--- config.mk ---
export PLATFORM = sky130hd
export DESIGN_NAME = lfss_top
export DESIGN_NICKNAME = d
export VERILOG_FILES = /design/src/core/lfss_pkg.sv /design/src/core/lfss_top.sv /design/src/core/lfss_softstart_timer.sv
export VERILOG_INCLUDE_DIRS = /design/src /design/src/core
export SDC_FILE = /design/constraint.sdc
export NUM_CORES = 1
export LEC_CHECK = 0
export ABC_AREA = 1
export BUFFER_PORTS_ARGS = -buffer_cell sky130_fd_sc_hd__buf_2
export CORE_MARGIN = 8
export CORE_UTILIZATION = 35
export CTS_CLUSTER_SIZE = 30
export DETAILED_ROUTE_END_ITERATION = 7
export PLACE_DENSITY = 0.65
export SETUP_SLACK_MARGIN = 0.1
export SLEW_MARGIN = 10
export SYNTH_ARGS = -nofsm -noshare
export SYNTH_HDL_FRONTEND = slang
export SYNTH_SLANG_ARGS = --single-unit
--- constraint.sdc ---
create_clock -name mclk_in -period 4.7 [get_ports mclk_in]
set_clock_uncertainty 0.05 [all_clocks]
set_input_delay 0.705 -clock mclk_in [delete_from_list [all_inputs] [get_ports mclk_in]]
set_output_delay 0.705 -clock mclk_in [all_outputs]
set_load 0.005 [all_outputs]
--- src/core/lfss_map.svh ---
`ifndef LFSS_MAP_SVH
`define LFSS_MAP_SVH

// ----------------------------------------------------------------
// Geometry and timing
// ----------------------------------------------------------------
`define LFSS_NUM_CH        10
`define LFSS_NUM_FAULT     12
`define LFSS_CLK_MHZ       25
`define LFSS_SS_TIME_MS    100
`define LFSS_US_PER_MS     1000

// ----------------------------------------------------------------
// Register offsets
// ----------------------------------------------------------------
`define LFSS_ADDR_CHEN_LO  8'h00
`define LFSS_ADDR_CHEN_HI  8'h01
`define LFSS_ADDR_FAULT_LO 8'h38
`define LFSS_ADDR_FAULT_HI 8'h39
`define LFSS_ADDR_LREG_LO  8'h3A
`define LFSS_ADDR_LREG_HI  8'h3B
`define LFSS_ADDR_STATUS_OUTPUT_ONE_LO  8'h40
`define LFSS_ADDR_STATUS_OUTPUT_ONE_HI  8'h41
`define LFSS_ADDR_STATUS_OUTPUT_TWO_LO  8'h42
`define LFSS_ADDR_STATUS_OUTPUT_TWO_HI  8'h43
`define LFSS_ADDR_CTRL     8'h44

// ----------------------------------------------------------------
// Control register fields and reset values
// ----------------------------------------------------------------
`define LFSS_CTRL_DERATE   0
`define LFSS_CTRL_UV_LATCH 1
`define LFSS_CTRL_RELEASE  7
`define LFSS_CHEN_RESET    10'h3FF
`define LFSS_SEL_RESET     12'h000
`define LFSS_CTRL_RESET    2'h0

// ----------------------------------------------------------------
// Fault status bit positions
// ----------------------------------------------------------------
`define LFSS_F_INOC        0
`define LFSS_F_UV          1
`define LFSS_F_TWARN       2
`define LFSS_F_TSD         3
`define LFSS_F_SECOC       4
`define LFSS_F_SECOV       5
`define LFSS_F_FREQUENCY_SET_PIN        6
`define LFSS_F_OVP         7
`define LFSS_F_OPEN        8
`define LFSS_F_LEDSH       9
`define LFSS_F_SYNC        10
`define LFSS_F_GND         11

`endif

--- src/core/lfss_pkg.sv ---
package lfss_pkg;

	typedef enum logic [2:0] {
		LFSS_ST_OFF   = 3'h0,
		LFSS_ST_CHECK = 3'h1,
		LFSS_ST_SOFT  = 3'h2,
		LFSS_ST_RUN   = 3'h3,
		LFSS_ST_FAULT = 3'h4,
		LFSS_ST_LOCK  = 3'h5,
		LFSS_ST_DEAD  = 3'h6
	} lfss_state_e;

	typedef enum logic [1:0] {
		LFSS_C_NONE = 2'h0,
		LFSS_C_INOC = 2'h1,
		LFSS_C_UV   = 2'h2,
		LFSS_C_TSD  = 2'h3
	} lfss_cause_e;

endpackage : lfss_pkg

--- src/core/lfss_top.sv ---
`timescale 1ns/1ps
`include "lfss_map.svh"

module lfss_top
	import lfss_pkg::*;
#(
	parameter int SS_CYCLES = `LFSS_SS_TIME_MS * `LFSS_US_PER_MS * `LFSS_CLK_MHZ
) (
	input  wire logic        mclk_in,
	input  wire logic        rst_in,
	input  wire logic        en_in,
	input  wire logic [9:0]  led_low_in,
	input  wire logic [9:0]  led_inuse_in,
	input  wire logic [9:0]  led_reg_in,
	input  wire logic [9:0]  led_short_in,
	input  wire logic        ovp_in,
	input  wire logic        ovp90_in,
	input  wire logic        comp_rising_in,
	input  wire logic        in_oc_in,
	input  wire logic        sec_oc_in,
	input  wire logic        sec_ovp_in,
	input  wire logic        uv_in,
	input  wire logic        frequency_set_pin_bad_in,
	input  wire logic        sync_det_in,
	input  wire logic        tsd_in,
	input  wire logic        tsd_cool_in,
	input  wire logic        derate_zone_in,
	input  wire logic [7:0]  reg_addr_in,
	input  wire logic        reg_wr_in,
	input  wire logic [7:0]  reg_wdata_in,
	input  wire logic        reg_rd_in,
	output logic      [7:0]  reg_rdata_out,
	output logic             disconnect_on_out,
	output logic             boost_en_out,
	output logic             min_on_out,
	output logic      [9:0]  ch_active_out,
	output logic             derate_out,
	output logic             ext_sync_sel_out,
	output logic             fault_flag_out,
	output logic             status_output_one_oe_out,
	output logic             status_output_two_oe_out
);
	localparam int NF = `LFSS_NUM_FAULT;

	// ----------------------------------------------------------------
	// State
	// ----------------------------------------------------------------
	lfss_state_e      state_r, state_nxt;
	lfss_cause_e      cause_r, cause_nxt;
	logic [9:0]       mask_r, mask_nxt;
	logic [9:0]       chen_r;
	logic [NF-1:0]    fault_st_r, fault_set, fault_clr;
	logic [9:0]       lreg_r, open_set, lreg_clr;
	logic [NF-1:0]    status_output_one_sel_r, status_output_two_sel_r;
	logic [1:0]       ctrl_r;
	logic             release_w;
	logic             flag_set, flag_clr;
	logic             ss_done;
	logic             regulated;
	logic [9:0]       unreg;
	logic [9:0]       gnd_now;
	logic             sync_prev_r;

	lfss_softstart_timer #(
		.SS_CYCLES (SS_CYCLES)
	) u_ss_timer (
		.mclk_in  (mclk_in),
		.rst_in   (rst_in),
		.run_in   (state_r == LFSS_ST_SOFT),
		.done_out (ss_done)
	);

	assign regulated = &(led_reg_in | ~mask_r);
	assign unreg     = mask_r & ~led_reg_in;
	assign gnd_now   = led_low_in & chen_r;
	assign release_w = reg_wr_in && (reg_addr_in == `LFSS_ADDR_CTRL) &&
	                   reg_wdata_in[`LFSS_CTRL_RELEASE];

	// ----------------------------------------------------------------
	// Sequencer
	// ----------------------------------------------------------------
	// comparator bits are used directly as synchronous levels
	always_comb begin
		state_nxt = state_r;
		cause_nxt = cause_r;
		mask_nxt  = mask_r;
		fault_set = '0;
		open_set  = '0;
		flag_set  = 1'b0;
		flag_clr  = 1'b0;
		fault_set[`LFSS_F_TWARN] = derate_zone_in;
		fault_set[`LFSS_F_SYNC]  = sync_prev_r && !sync_det_in;
		if (sec_oc_in || sec_ovp_in) begin
			state_nxt = LFSS_ST_DEAD;
			fault_set[`LFSS_F_SECOC] = sec_oc_in;
			fault_set[`LFSS_F_SECOV] = sec_ovp_in;
			flag_set  = 1'b1;
		end else begin
			case (state_r)
				LFSS_ST_OFF: begin
					if (en_in)
						state_nxt = LFSS_ST_CHECK;
				end
				LFSS_ST_DEAD: state_nxt = LFSS_ST_DEAD;
				default: begin
					if (!en_in) begin
						state_nxt = LFSS_ST_OFF;
					end else if (in_oc_in) begin
						state_nxt = LFSS_ST_FAULT;
						cause_nxt = LFSS_C_INOC;
						fault_set[`LFSS_F_INOC] = 1'b1;
						flag_set  = 1'b1;
					end else if (tsd_in) begin
						state_nxt = LFSS_ST_FAULT;
						cause_nxt = LFSS_C_TSD;
						fault_set[`LFSS_F_TSD] = 1'b1;
						flag_set  = 1'b1;
					end else begin
						case (state_r)
							LFSS_ST_CHECK: begin
								if (frequency_set_pin_bad_in) begin
									fault_set[`LFSS_F_FREQUENCY_SET_PIN] = 1'b1;
								end else if (|gnd_now) begin
									fault_set[`LFSS_F_GND] = 1'b1;
								end else begin
									mask_nxt  = led_inuse_in & chen_r;
									state_nxt = LFSS_ST_SOFT;
								end
							end
							LFSS_ST_SOFT: begin
								if (uv_in) begin
									state_nxt = LFSS_ST_FAULT;
									cause_nxt = LFSS_C_UV;
									fault_set[`LFSS_F_UV] = 1'b1;
									flag_set  = 1'b1;
								end else if (ovp90_in || regulated || ss_done) begin
									state_nxt = LFSS_ST_RUN;
								end
							end
							LFSS_ST_RUN: begin
								// drop a string with shorted LEDs
								mask_nxt = mask_r & chen_r & ~led_short_in;
								fault_set[`LFSS_F_LEDSH] = |(led_short_in & mask_r);
								if (ovp_in) begin
									fault_set[`LFSS_F_OVP] = 1'b1;
									if (|(unreg & led_low_in)) begin
										state_nxt = LFSS_ST_LOCK;
										fault_set[`LFSS_F_GND] = 1'b1;
										flag_set  = 1'b1;
									end else begin
										mask_nxt = mask_nxt & ~unreg;
										open_set = unreg;
										fault_set[`LFSS_F_OPEN] = |unreg;
										flag_clr = 1'b1;
									end
								end
							end
							LFSS_ST_FAULT: begin
								case (cause_r)
									LFSS_C_INOC: begin
										if (release_w)
											state_nxt = LFSS_ST_CHECK;
									end
									LFSS_C_UV: begin
										if (!uv_in && (release_w ||
										    !ctrl_r[`LFSS_CTRL_UV_LATCH]))
											state_nxt = LFSS_ST_CHECK;
									end
									LFSS_C_TSD: begin
										if (tsd_cool_in)
											state_nxt = LFSS_ST_CHECK;
									end
									default: state_nxt = LFSS_ST_CHECK;
								endcase
								flag_clr = (state_nxt == LFSS_ST_CHECK);
							end
							default: state_nxt = state_r;
						endcase
					end
				end
			endcase
		end
	end

	always_ff @(posedge mclk_in) begin
		if (rst_in) begin
			state_r <= LFSS_ST_OFF;
			cause_r <= LFSS_C_NONE;
			mask_r  <= '0;
		end else begin
			state_r <= state_nxt;
			cause_r <= cause_nxt;
			mask_r  <= (state_nxt inside {LFSS_ST_SOFT, LFSS_ST_RUN}) ? mask_nxt : '0;
		end
	end

	// ----------------------------------------------------------------
	// Power stage outputs
	// ----------------------------------------------------------------
	always_ff @(posedge mclk_in) begin
		if (rst_in) begin
			disconnect_on_out <= 1'b0;
			boost_en_out      <= 1'b0;
			min_on_out        <= 1'b0;
			ch_active_out     <= '0;
			derate_out        <= 1'b0;
			ext_sync_sel_out  <= 1'b0;
			sync_prev_r       <= 1'b0;
		end else begin
			// switch held on except when off, in permanent shutdown or after input overcurrent
			disconnect_on_out <= !(state_nxt inside {LFSS_ST_OFF, LFSS_ST_DEAD}) &&
			                     !(state_nxt == LFSS_ST_FAULT && cause_nxt == LFSS_C_INOC);
			// boost and LEDs off outside soft start and run
			boost_en_out  <= state_nxt inside {LFSS_ST_SOFT, LFSS_ST_RUN};
			min_on_out    <= (state_nxt == LFSS_ST_SOFT) && !comp_rising_in;
			ch_active_out <= (state_nxt inside {LFSS_ST_SOFT, LFSS_ST_RUN}) ? mask_nxt : '0;
			derate_out    <= ctrl_r[`LFSS_CTRL_DERATE] && derate_zone_in &&
			                 (state_nxt inside {LFSS_ST_SOFT, LFSS_ST_RUN});
			ext_sync_sel_out <= sync_det_in;
			sync_prev_r      <= sync_det_in;
		end
	end

	// ----------------------------------------------------------------
	// Status, flag and open-drain outputs
	// ----------------------------------------------------------------
	// Status bytes clear on read; a fault arriving that cycle wins
	always_comb begin
		fault_clr = '0;
		lreg_clr  = '0;
		if (reg_rd_in) begin
			case (reg_addr_in)
				`LFSS_ADDR_FAULT_LO: fault_clr[7:0]     = '1;
				`LFSS_ADDR_FAULT_HI: fault_clr[NF-1:8]  = '1;
				`LFSS_ADDR_LREG_LO:  lreg_clr[7:0]      = '1;
				`LFSS_ADDR_LREG_HI:  lreg_clr[9:8]      = '1;
				default: ;
			endcase
		end
	end

	always_ff @(posedge mclk_in) begin
		if (rst_in) begin
			fault_st_r     <= '0;
			lreg_r         <= '0;
			fault_flag_out <= 1'b0;
			status_output_one_oe_out    <= 1'b0;
			status_output_two_oe_out    <= 1'b0;
		end else begin
			fault_st_r <= (fault_st_r & ~fault_clr) | fault_set;
			lreg_r     <= (lreg_r & ~lreg_clr) | open_set;
			if (flag_set)
				fault_flag_out <= 1'b1;
			else if (flag_clr)
				fault_flag_out <= 1'b0;
			// pins pulled low on selected status
			status_output_one_oe_out <= |(fault_st_r & status_output_one_sel_r);
			status_output_two_oe_out <= |(fault_st_r & status_output_two_sel_r);
		end
	end

	// ----------------------------------------------------------------
	// Register access
	// ----------------------------------------------------------------
	always_ff @(posedge mclk_in) begin
		if (rst_in) begin
			chen_r     <= `LFSS_CHEN_RESET;
			status_output_one_sel_r <= `LFSS_SEL_RESET;
			status_output_two_sel_r <= `LFSS_SEL_RESET;
			ctrl_r     <= `LFSS_CTRL_RESET;
		end else if (reg_wr_in) begin
			case (reg_addr_in)
				`LFSS_ADDR_CHEN_LO: chen_r[7:0]     <= reg_wdata_in;
				`LFSS_ADDR_CHEN_HI: chen_r[9:8]     <= reg_wdata_in[1:0];
				`LFSS_ADDR_STATUS_OUTPUT_ONE_LO: status_output_one_sel_r[7:0] <= reg_wdata_in;
				`LFSS_ADDR_STATUS_OUTPUT_ONE_HI: status_output_one_sel_r[NF-1:8] <= reg_wdata_in[3:0];
				`LFSS_ADDR_STATUS_OUTPUT_TWO_LO: status_output_two_sel_r[7:0] <= reg_wdata_in;
				`LFSS_ADDR_STATUS_OUTPUT_TWO_HI: status_output_two_sel_r[NF-1:8] <= reg_wdata_in[3:0];
				`LFSS_ADDR_CTRL:    ctrl_r          <= reg_wdata_in[1:0];
				default: ;
			endcase
		end
	end

	always_ff @(posedge mclk_in) begin
		if (rst_in) begin
			reg_rdata_out <= '0;
		end else if (reg_rd_in) begin
			case (reg_addr_in)
				`LFSS_ADDR_CHEN_LO:  reg_rdata_out <= chen_r[7:0];
				`LFSS_ADDR_CHEN_HI:  reg_rdata_out <= {6'h00, chen_r[9:8]};
				`LFSS_ADDR_FAULT_LO: reg_rdata_out <= fault_st_r[7:0];
				`LFSS_ADDR_FAULT_HI: reg_rdata_out <= {4'h0, fault_st_r[NF-1:8]};
				`LFSS_ADDR_LREG_LO:  reg_rdata_out <= lreg_r[7:0];
				`LFSS_ADDR_LREG_HI:  reg_rdata_out <= {6'h00, lreg_r[9:8]};
				`LFSS_ADDR_STATUS_OUTPUT_ONE_LO:  reg_rdata_out <= status_output_one_sel_r[7:0];
				`LFSS_ADDR_STATUS_OUTPUT_ONE_HI:  reg_rdata_out <= {4'h0, status_output_one_sel_r[NF-1:8]};
				`LFSS_ADDR_STATUS_OUTPUT_TWO_LO:  reg_rdata_out <= status_output_two_sel_r[7:0];
				`LFSS_ADDR_STATUS_OUTPUT_TWO_HI:  reg_rdata_out <= {4'h0, status_output_two_sel_r[NF-1:8]};
				`LFSS_ADDR_CTRL:     reg_rdata_out <= {6'h00, ctrl_r};
				default:             reg_rdata_out <= 8'h00;
			endcase
		end
	end

	// ----------------------------------------------------------------
	// Assertions
	// ----------------------------------------------------------------
	logic [31:0] soft_len_r;
	logic        hard_in;
	assign hard_in = sec_oc_in || sec_ovp_in || in_oc_in || tsd_in || !en_in;

	always_ff @(posedge mclk_in) begin
		if (rst_in || state_r != LFSS_ST_SOFT)
			soft_len_r <= '0;
		else
			soft_len_r <= soft_len_r + 32'd1;
	end

	property p_dead;
		@(posedge mclk_in) disable iff (rst_in)
		(sec_oc_in || sec_ovp_in) |=> (state_r == LFSS_ST_DEAD) [*3];
	endproperty
	a_dead: assert property (p_dead) else $error("secondary fault not permanent");

	property p_inoc;
		@(posedge mclk_in) disable iff (rst_in)
		(in_oc_in && en_in && state_r != LFSS_ST_OFF && state_r != LFSS_ST_DEAD)
		|=> !disconnect_on_out && !boost_en_out && fault_flag_out;
	endproperty
	a_inoc: assert property (p_inoc) else $error("input switch not opened");

	property p_gnd_hold;
		@(posedge mclk_in) disable iff (rst_in)
		(state_r == LFSS_ST_CHECK && !hard_in && |gnd_now) |=> !boost_en_out;
	endproperty
	a_gnd_hold: assert property (p_gnd_hold) else $error("soft start with grounded pin");

	property p_frequency_set_pin;
		@(posedge mclk_in) disable iff (rst_in)
		(state_r == LFSS_ST_CHECK && !hard_in && frequency_set_pin_bad_in) |=> state_r == LFSS_ST_CHECK;
	endproperty
	a_frequency_set_pin: assert property (p_frequency_set_pin) else $error("start despite frequency pin fault");

	property p_ss_len;
		@(posedge mclk_in) disable iff (rst_in)
		soft_len_r <= 32'(SS_CYCLES);
	endproperty
	a_ss_len: assert property (p_ss_len) else $error("soft start too long");

	property p_early;
		@(posedge mclk_in) disable iff (rst_in)
		(state_r == LFSS_ST_SOFT && !hard_in && !uv_in && ovp90_in) |=> state_r == LFSS_ST_RUN;
	endproperty
	a_early: assert property (p_early) else $error("soft start not ended early");

	property p_tsd;
		@(posedge mclk_in) disable iff (rst_in)
		(tsd_in && !sec_oc_in && !sec_ovp_in) |=> !boost_en_out && ch_active_out == '0;
	endproperty
	a_tsd: assert property (p_tsd) else $error("drivers on in thermal shutdown");

	property p_derate;
		@(posedge mclk_in) disable iff (rst_in)
		!ctrl_r[`LFSS_CTRL_DERATE] |=> !derate_out;
	endproperty
	a_derate: assert property (p_derate) else $error("derating while disabled");

	property p_open;
		@(posedge mclk_in) disable iff (rst_in)
		(state_r == LFSS_ST_RUN && !hard_in && ovp_in && |unreg && !(|(unreg & led_low_in)))
		|=> ((lreg_r & $past(unreg)) == $past(unreg)) && !fault_flag_out &&
		    ((ch_active_out & $past(unreg)) == '0);
	endproperty
	a_open: assert property (p_open) else $error("open channel not removed");

	property p_lock;
		@(posedge mclk_in) disable iff (rst_in)
		(state_r == LFSS_ST_RUN && !hard_in && ovp_in && |(unreg & led_low_in))
		|=> !boost_en_out ##1 (state_r == LFSS_ST_LOCK || state_r == LFSS_ST_OFF ||
		    state_r == LFSS_ST_DEAD);
	endproperty
	a_lock: assert property (p_lock) else $error("no shutdown on ground short");

	c_run:   cover property (@(posedge mclk_in) disable iff (rst_in)
	         state_r == LFSS_ST_SOFT ##1 state_r == LFSS_ST_RUN);
	c_early: cover property (@(posedge mclk_in) disable iff (rst_in)
	         state_r == LFSS_ST_SOFT && ovp90_in && !regulated);
	c_open:  cover property (@(posedge mclk_in) disable iff (rst_in) |open_set);
	c_dead:  cover property (@(posedge mclk_in) disable iff (rst_in) state_r == LFSS_ST_DEAD);

endmodule : lfss_top

--- src/core/lfss_softstart_timer.sv ---
`timescale 1ns/1ps
`include "lfss_map.svh"

module lfss_softstart_timer #(
	parameter int SS_CYCLES = 2
) (
	input  wire logic mclk_in,
	input  wire logic rst_in,
	input  wire logic run_in,
	output logic      done_out
);
	localparam int CW = $clog2(SS_CYCLES + 1);
	localparam logic [CW-1:0] LAST = CW'(SS_CYCLES - 1);

	logic [CW-1:0] cnt_r;

	if (SS_CYCLES < 2) begin : g_chk
		$error("SS_CYCLES must be at least 2");
	end

	// Restarts from zero on every new soft start
	always_ff @(posedge mclk_in) begin
		if (rst_in || !run_in)
			cnt_r <= '0;
		else if (cnt_r != LAST)
			cnt_r <= cnt_r + CW'(1);
	end

	assign done_out = run_in && (cnt_r == LAST);

endmodule : lfss_softstart_timer

==> results of run 1 <==
[layout make-up]
cell class | count | area (sq um)
fillers | 1805 | 9647
flip-flops and latches | 111 | 2222
repair buffers | 99 | 498.0
inverters | 141 | 529.3
multi-input cells | 632 | 3010
well taps | 220 | 275.3
clock inverters | 6 | 55.05
clock buffers | 10 | 229.0
[placed cells by master (no fill, tap or decap), drive strengths merged, types with 2 or more instances in the layout]
master	instances
a221oi	10
o22ai	13
nand3	55
a22o	5
nand2	217
nor3	19
or2	3
o21ai	49
nand4	9
nor2	123
clkinv	6
clkbuf	10
o221ai	2
o211ai	19
a32o	2
buf	99
a22oi	2
nor3b	2
dfxtp	111
inv	141
nor4	6
a21oi	90
[how the worst max path moves through the flow]
stage	start	cells after the start	slack [ps]	endpoint
after floorplan	reg_addr_in[7]	12	2630	ch_active_out[0]
after global placement	sec_ovp_in	12	1960	lreg_r[0]
after detailed placement	sec_ovp_in	12	1890	lreg_r[0]
after CTS	sec_ovp_in	12	2260	lreg_r[0]
after global routing	led_reg_in[5]	13	2030	lreg_r[0]
final	led_reg_in[5]	13	2210	lreg_r[0]
[sequential cells by signal (all words and copies together) (netlist names), 2 cells and up]
| register | cells |
|---|---|
| chen_r | 10 |
| reg_rdata_out | 8 |
| state_r | 3 |
| status_output_one_sel_r | 12 |
| lreg_r | 10 |
| u_ss_timer.cnt_r | 22 |
| ctrl_r | 2 |
| status_output_two_sel_r | 12 |
| fault_st_r | 12 |
| cause_r | 2 |
| ch_active_out | 10 |
[cells by family after synthesis]
logic type               synth area share (%)
AND/OR/NAND/NOR                         31.57
AO/OA/AOI/OAI                           19.64
flip-flops                              37.96
buffers and inverters                   10.62
adder cells (fa/ha/maj)                0.2137
[layer usage]
metal / part of all wire [%] / track usage (%)
met5: 0.063 / 0
met4: 2.7 / 6.455
met3: 6.5 / 5.131
met2: 47 / 30.05
met1: 43 / 21.21
[stage by stage]
stage	hold slack [ps]	cell area, sq um
final	413.7	6819
after global routing	439.4	6819
after CTS	417.6	6819
after detailed placement	406.0	6535
after global placement	398.9	6535
after floorplan	365.1	5854
[power by group]
group	switching [mW]	internal (mW)
clock	0.381	0.370
combinational	0.0932	0.0463
sequential	0.00921	0.948
total	0.484	1.36
[worst register-to-register path, stage by stage, from the launching register on]
cell and delay [ps]:
dfxtp_1 330, inv_1 100, nor2_1 70, nand2_1 60, nand3_1 90, nor2_1 140
nand2_1 120, nor2_1 100, inv_1 240, nor3_2 660, nand3_1 180, a21oi_1 170
==> key figures, run 1 <==
Run status
  – Outcome: complete, no violations

Floorplanning
  – Row count: 47
  – Initial Util: 35.55%
  – I/O Pins: 99
  – DIE AREA: 0.02112 sq mm
  – Die Span X: 145.3 um
  – Die height: 145.3 um
  – Core area: 0.01647 sq mm

CTS
  – Hold Buf Count CTS: 0
  – Post-CTS sizing: 0
  – Worst skew pair latency: 360 ps
  – CTS tree: built
  – Setup Buffers After CTS: 0
  – Clock Tree Buf Depth: 2
  – H-tree lvl count: 3
  – Root Driver: clkbuf_16
  – Clk slew on worst S/H paths: 80 ps
  – CTS sink cnt: 111
  – Total CTS buffers: 9

Finish
  – Share of cells above drive strength 1: 14.01%
  – Area Growth Syn to Fin: 16.48%
  – Cell Count, Final, Fillers Out: 1219
  – Inserted Diodes: 0
  – Final Core Density: 41.41%
  – Final #Nets: 1068

STA
  – Finish-stage setup viols: 0
  – Post-layout min period: 2487 ps
  – Max-slew violations: 0
  – Slew margin rel.: 33.70%
  – Final hold viol count: 0
  – Final Worst Setup Slack: 2213 ps
  – Final setup TNS: 0 ps
  – Worst-Margin Slew: 993.4 ps
  – Fraction of the cycle the final worst path needs: 52.91%
  – Unrepaired setup endpoints after global routing: no
  – Fmax achieved: 402.1 MHz

Synth
  – Synth warn: 0
  – Seq cells post-synth: 111
  – Cells after Synth: 903
  – Top-count cell post-synth: nand2_1
  – Dominant synthesized flop cell: dfxtp_1
  – Synth top cells by count: nand2_1 (215), inv_1 (133), nor2_1 (113), dfxtp_1 (111), a21oi_1 (88)
  – Mean Syn Cell Area: 6.483 sq um
  – Sequential share of the synthesized area: 37.96%
  – Distinct cell type count after synthesis: 40
  – Number of synthesized flops with an enable pin: 0
  – Async set-reset flop share out of synthesis: 0%
  – Ranking of synthesized cells by area: dfxtp_1 (38%), nand2_1 (14%), inv_1 (8.5%)
  – Syn Nets: 977
  – Post-Syn Area: 0.005854 sq mm
  – Area share of the largest cell type after synthesis: 37.96%
  – Largest area contributor in the netlist: dfxtp_1

Placed design
  – Placed insts: 1203
  – Place WS: 1888 ps
  – IO Port Bufs: 98
  – Final GP Congestion: 0.9678
  – DP HPWL: 14.87 mm

Routing
  – DRT iter0 DRCs: 456
  – DR DRC count: 0
  – Routed vias: 6169
  – Antenna Nets Post-Route: 0
  – Routed WL per cell: 15.56 um
  – Vias per inst: 5.061
  – TritonRoute pass-1 iters: 7
  – Drt total wl: 18.96 mm

Power
  – Leakage: 2.873 nW
  – Pwr Density: 271.0 mW/mm^2
  – Pwr Total: 1.848 mW
  – Worst IR Drop VDD: 0.0002072 V

Global route
  – GR Util All Layers: 17.84%
  – Global route overflow: 0
  – Number of global-route vias before repair: 6021
  – Antenna violations before repair: 1
  – Global-route wire length before repair: 30.70 mm
  – Largest net degree at the start of global routing: 46

Critical path
  – Worst reg2reg startpoint: ch_active_out[7]
  – CP cell instances: buf_2 > inv_1 > nand2_1 > inv_1 > nand2_1 > nand3_1 > nor2_1 > nand2_1 > nor2_1 > inv_1 > nor3_2 > nand3_1 > a21oi_1
  – Register-to-Register Path Depth: 11
  – Slowest-stage cell, CP: nor3_2
  – Critical Path Fanout Max: 12
  – Max stage delay on crit path: 660 ps
  – Worst EP required: 4940 ps
  – Crit end category: flip-flop
  – Startpoint Class: input port
  – WP buf/inv: 4
  – Crit path kind: input port to flip-flop
  – Worst R2R Setup Slack: 2310 ps
  – Critical path data arrival time: 2730 ps
  – Worst R2R End: lreg_r[0]
  – Top Family by Delay on Critical Path: simple AND/OR/NAND/NOR gates

Min path
  – Hold Path Depth: 2
  – Worst hold path type: flip-flop to flip-flop
  – Hold Path Sink: reg_rdata_out[1]
  – HP Start: reg_rdata_out[1]

Run
  – Max Cap Violations: 0
(Power assumes the default switching activity.)
==> run 2, diff against run 1 <==
==> constraint.sdc (replaced) <==
create_clock -name mclk_in -period 2.55 [get_ports mclk_in]
set_clock_uncertainty 0.05 [all_clocks]
set_input_delay 0.3825 -clock mclk_in [delete_from_list [all_inputs] [get_ports mclk_in]]
set_output_delay 0.3825 -clock mclk_in [all_outputs]
set_load 0.005 [all_outputs]
==> run 2 against run 1 <==
Net effect:
- design area grew 1.9%
- flip-flop and latch count did not move
- first-iteration DRC count increased by 25%
- combinational power is 88% higher
- wire length is 1.0% lower
- utilization grew 0.77 points
- global-route usage shrank 0.30 points
- sequential share of layout area down 0.59 points
- largest power group unchanged
- critical path type is now flip-flop to flip-flop
- critical path depth down 1
==> key figures, run 2 (synthesis results as in run 1) <==
Run status
  – Outcome: complete, no violations

Routing
  – Drt total wl: 18.77 mm
  – Routed vias: 6262
  – Routed WL per cell: 15.30 um
  – TritonRoute pass-1 iters: 5
  – DR DRC count: 0
  – Vias per inst: 5.104
  – DRT iter0 DRCs: 568
  – Antenna Nets Post-Route: 0

Floorplanning
  – Initial Util: 35.55%
  – DIE AREA: 0.02112 sq mm
  – Row count: 47
  – Die height: 145.3 um
  – Core area: 0.01647 sq mm
  – Die Span X: 145.3 um
  – I/O Pins: 99

STA
  – Finish-stage setup viols: 0
  – Worst-Margin Slew: 512.0 ps
  – Final hold viol count: 0
  – Unrepaired setup endpoints after global routing: no
  – Slew margin rel.: 65.60%
  – Final setup TNS: 0 ps
  – Post-layout min period: 2091 ps
  – Fmax achieved: 478.1 MHz
  – Fraction of the cycle the final worst path needs: 82.02%
  – Max-slew violations: 0
  – Fin Hold WS: 196.9 ps

Finish
  – Most frequent cells in the layout: nand2_1 (215), inv_1 (133), nor2_1 (113), dfxtp_1 (111), buf_2 (98)
  – Share of cells above drive strength 1: 14.80%
  – Max reg flops: 22
  – Inserted Diodes: 0
  – Area Growth Syn to Fin: 18.64%
  – Cell Count, Final, Fillers Out: 1227
  – Final #Nets: 1077
  – Commonest non-fill, non-tap cell in the layout: nand2_1
  – Biggest register: u_ss_timer.cnt_r

Placed design
  – Placed insts: 1212
  – IO Port Bufs: 98
  – Final GP Congestion: 0.9330
  – DP HPWL: 14.87 mm

Critical path
  – Slowest-stage cell, CP: dfxtp_1
  – Crit end category: flip-flop
  – Critical path data arrival time: 2290 ps
  – Startpoint Class: flip-flop
  – Critical Path Fanout Max: 12
  – Crit path kind: flip-flop to flip-flop
  – CP cell instances: inv_2 > nor2_2 > nand2_1 > nand2_1 > nor3_2 > inv_2 > o211ai_1 > inv_1 > a21oi_2 > nor2_2 > nand2_2 > nor2_1
  – Max stage delay on crit path: 350 ps
  – Worst EP required: 2750 ps

Power
  – Pwr Density: 529.4 mW/mm^2
  – Leakage: 2.943 nW
  – Clock share of power: 44.9%
  – Net Switching: 875.8 uW
  – Worst IR Drop VDD: 0.0003452 V
  – Comb pwr share: 7.1%
  – Sw frac: 23.82%
  – Int Pwr: 2.801 mW
  – Flop pwr share: 48.0%

CTS
  – CTS sink cnt: 111
  – CTS tree: built
  – Root Driver: clkbuf_16
  – Setup Buffers After CTS: 0
  – H-tree lvl count: 3
  – Clock Tree Buf Depth: 2
  – Total CTS buffers: 9
  – Hold Buf Count CTS: 0
  – Post-CTS sizing: 0
  – Worst skew pair latency: 360 ps
  – Clk slew on worst S/H paths: 80 ps

Global route
  – Global-route wire length before repair: 30.22 mm
  – GR Util All Layers: 17.53%
  – Number of global-route vias before repair: 5900
  – Antenna violations before repair: 1
  – Largest net degree at the start of global routing: 37
  – Global route overflow: 0

Run
  – Max Cap Violations: 0

Min path
  – Worst hold path type: input port to flip-flop
-- run 2: changes by cell type in the layout (fill, tap and decap cells not counted) --
| cell | delta |
|---|---|
| clkbuf_1 | -1 |
| bufinv_16 | +3 |
| inv_6 | -1 |
| buf_4 | +9 |
| clkinvlp_4 | +1 |
| clkinv_4 | -3 |
-- run 2: area by class of cell --
cell class                      count  area (sq um)
Multi-Input combinational cell    632          3010
Fill cell                        1759          9520
Sequential cell                   111          2222
Inverter                          141         529.3
Clock buffer                        9         225.2
Clock inverter                      6         117.6
Timing Repair Buffer              108         565.5
Tap cell                          220         275.3
-- run 2: through the flow --
stage,area (sq um),setup slack [ps],utilization (%),power (mW)
after floorplan,5854,797.1,-,1.930
after detailed placement,6603,368.1,40.10,2.061
after CTS,6945,461.0,42.18,3.700
final,6945,458.6,42.18,3.677
after global routing,6945,156.0,42.18,3.813
after global placement,6603,455.0,40.10,2.061
-- run 2: path summary, 6_finish.rpt --
check / cells past startpoint / to / from / slack, ps
max: 12 / ch_active_out[5] / state_r[0] / 460
min: 3 / fault_st_r[4] / sec_oc_in / 200
max reg2reg: 12 / ch_active_out[5] / state_r[0] / 460
min reg2reg: 2 / reg_rdata_out[4] / reg_rdata_out[4] / 420
-- run 2: power by group through the flow --
stage	registers, mW	logic [mW]	clock network [mW]
6_report	1.76	0.261	1.65
5_1_grt	1.76	0.292	1.76
4_1_cts	1.76	0.260	1.68
3_5_place_dp	1.80	0.258	0
3_3_place_gp	1.80	0.258	0
2_1_floorplan	1.80	0.133	0
-- run 2: metal layers --
metal | GRT usage, % | routed length (um) | up-vias
met2 | 29.09 | 8904 | 201
li1 | - | - | 3147
met4 | 4.581 | 316 | 2
met1 | 21.78 | 8196 | 2877
met5 | 0 | 10 | -
met3 | 5.131 | 1346 | 35
-- run 2: critical path: cells and delay by family (launching register included) --
kind,cells,cell delay [ps]
buffers and inverters,3,260
and+or+nand+nor,7,950
DFF,1,350
AOI/OAI and AO/OA,2,370
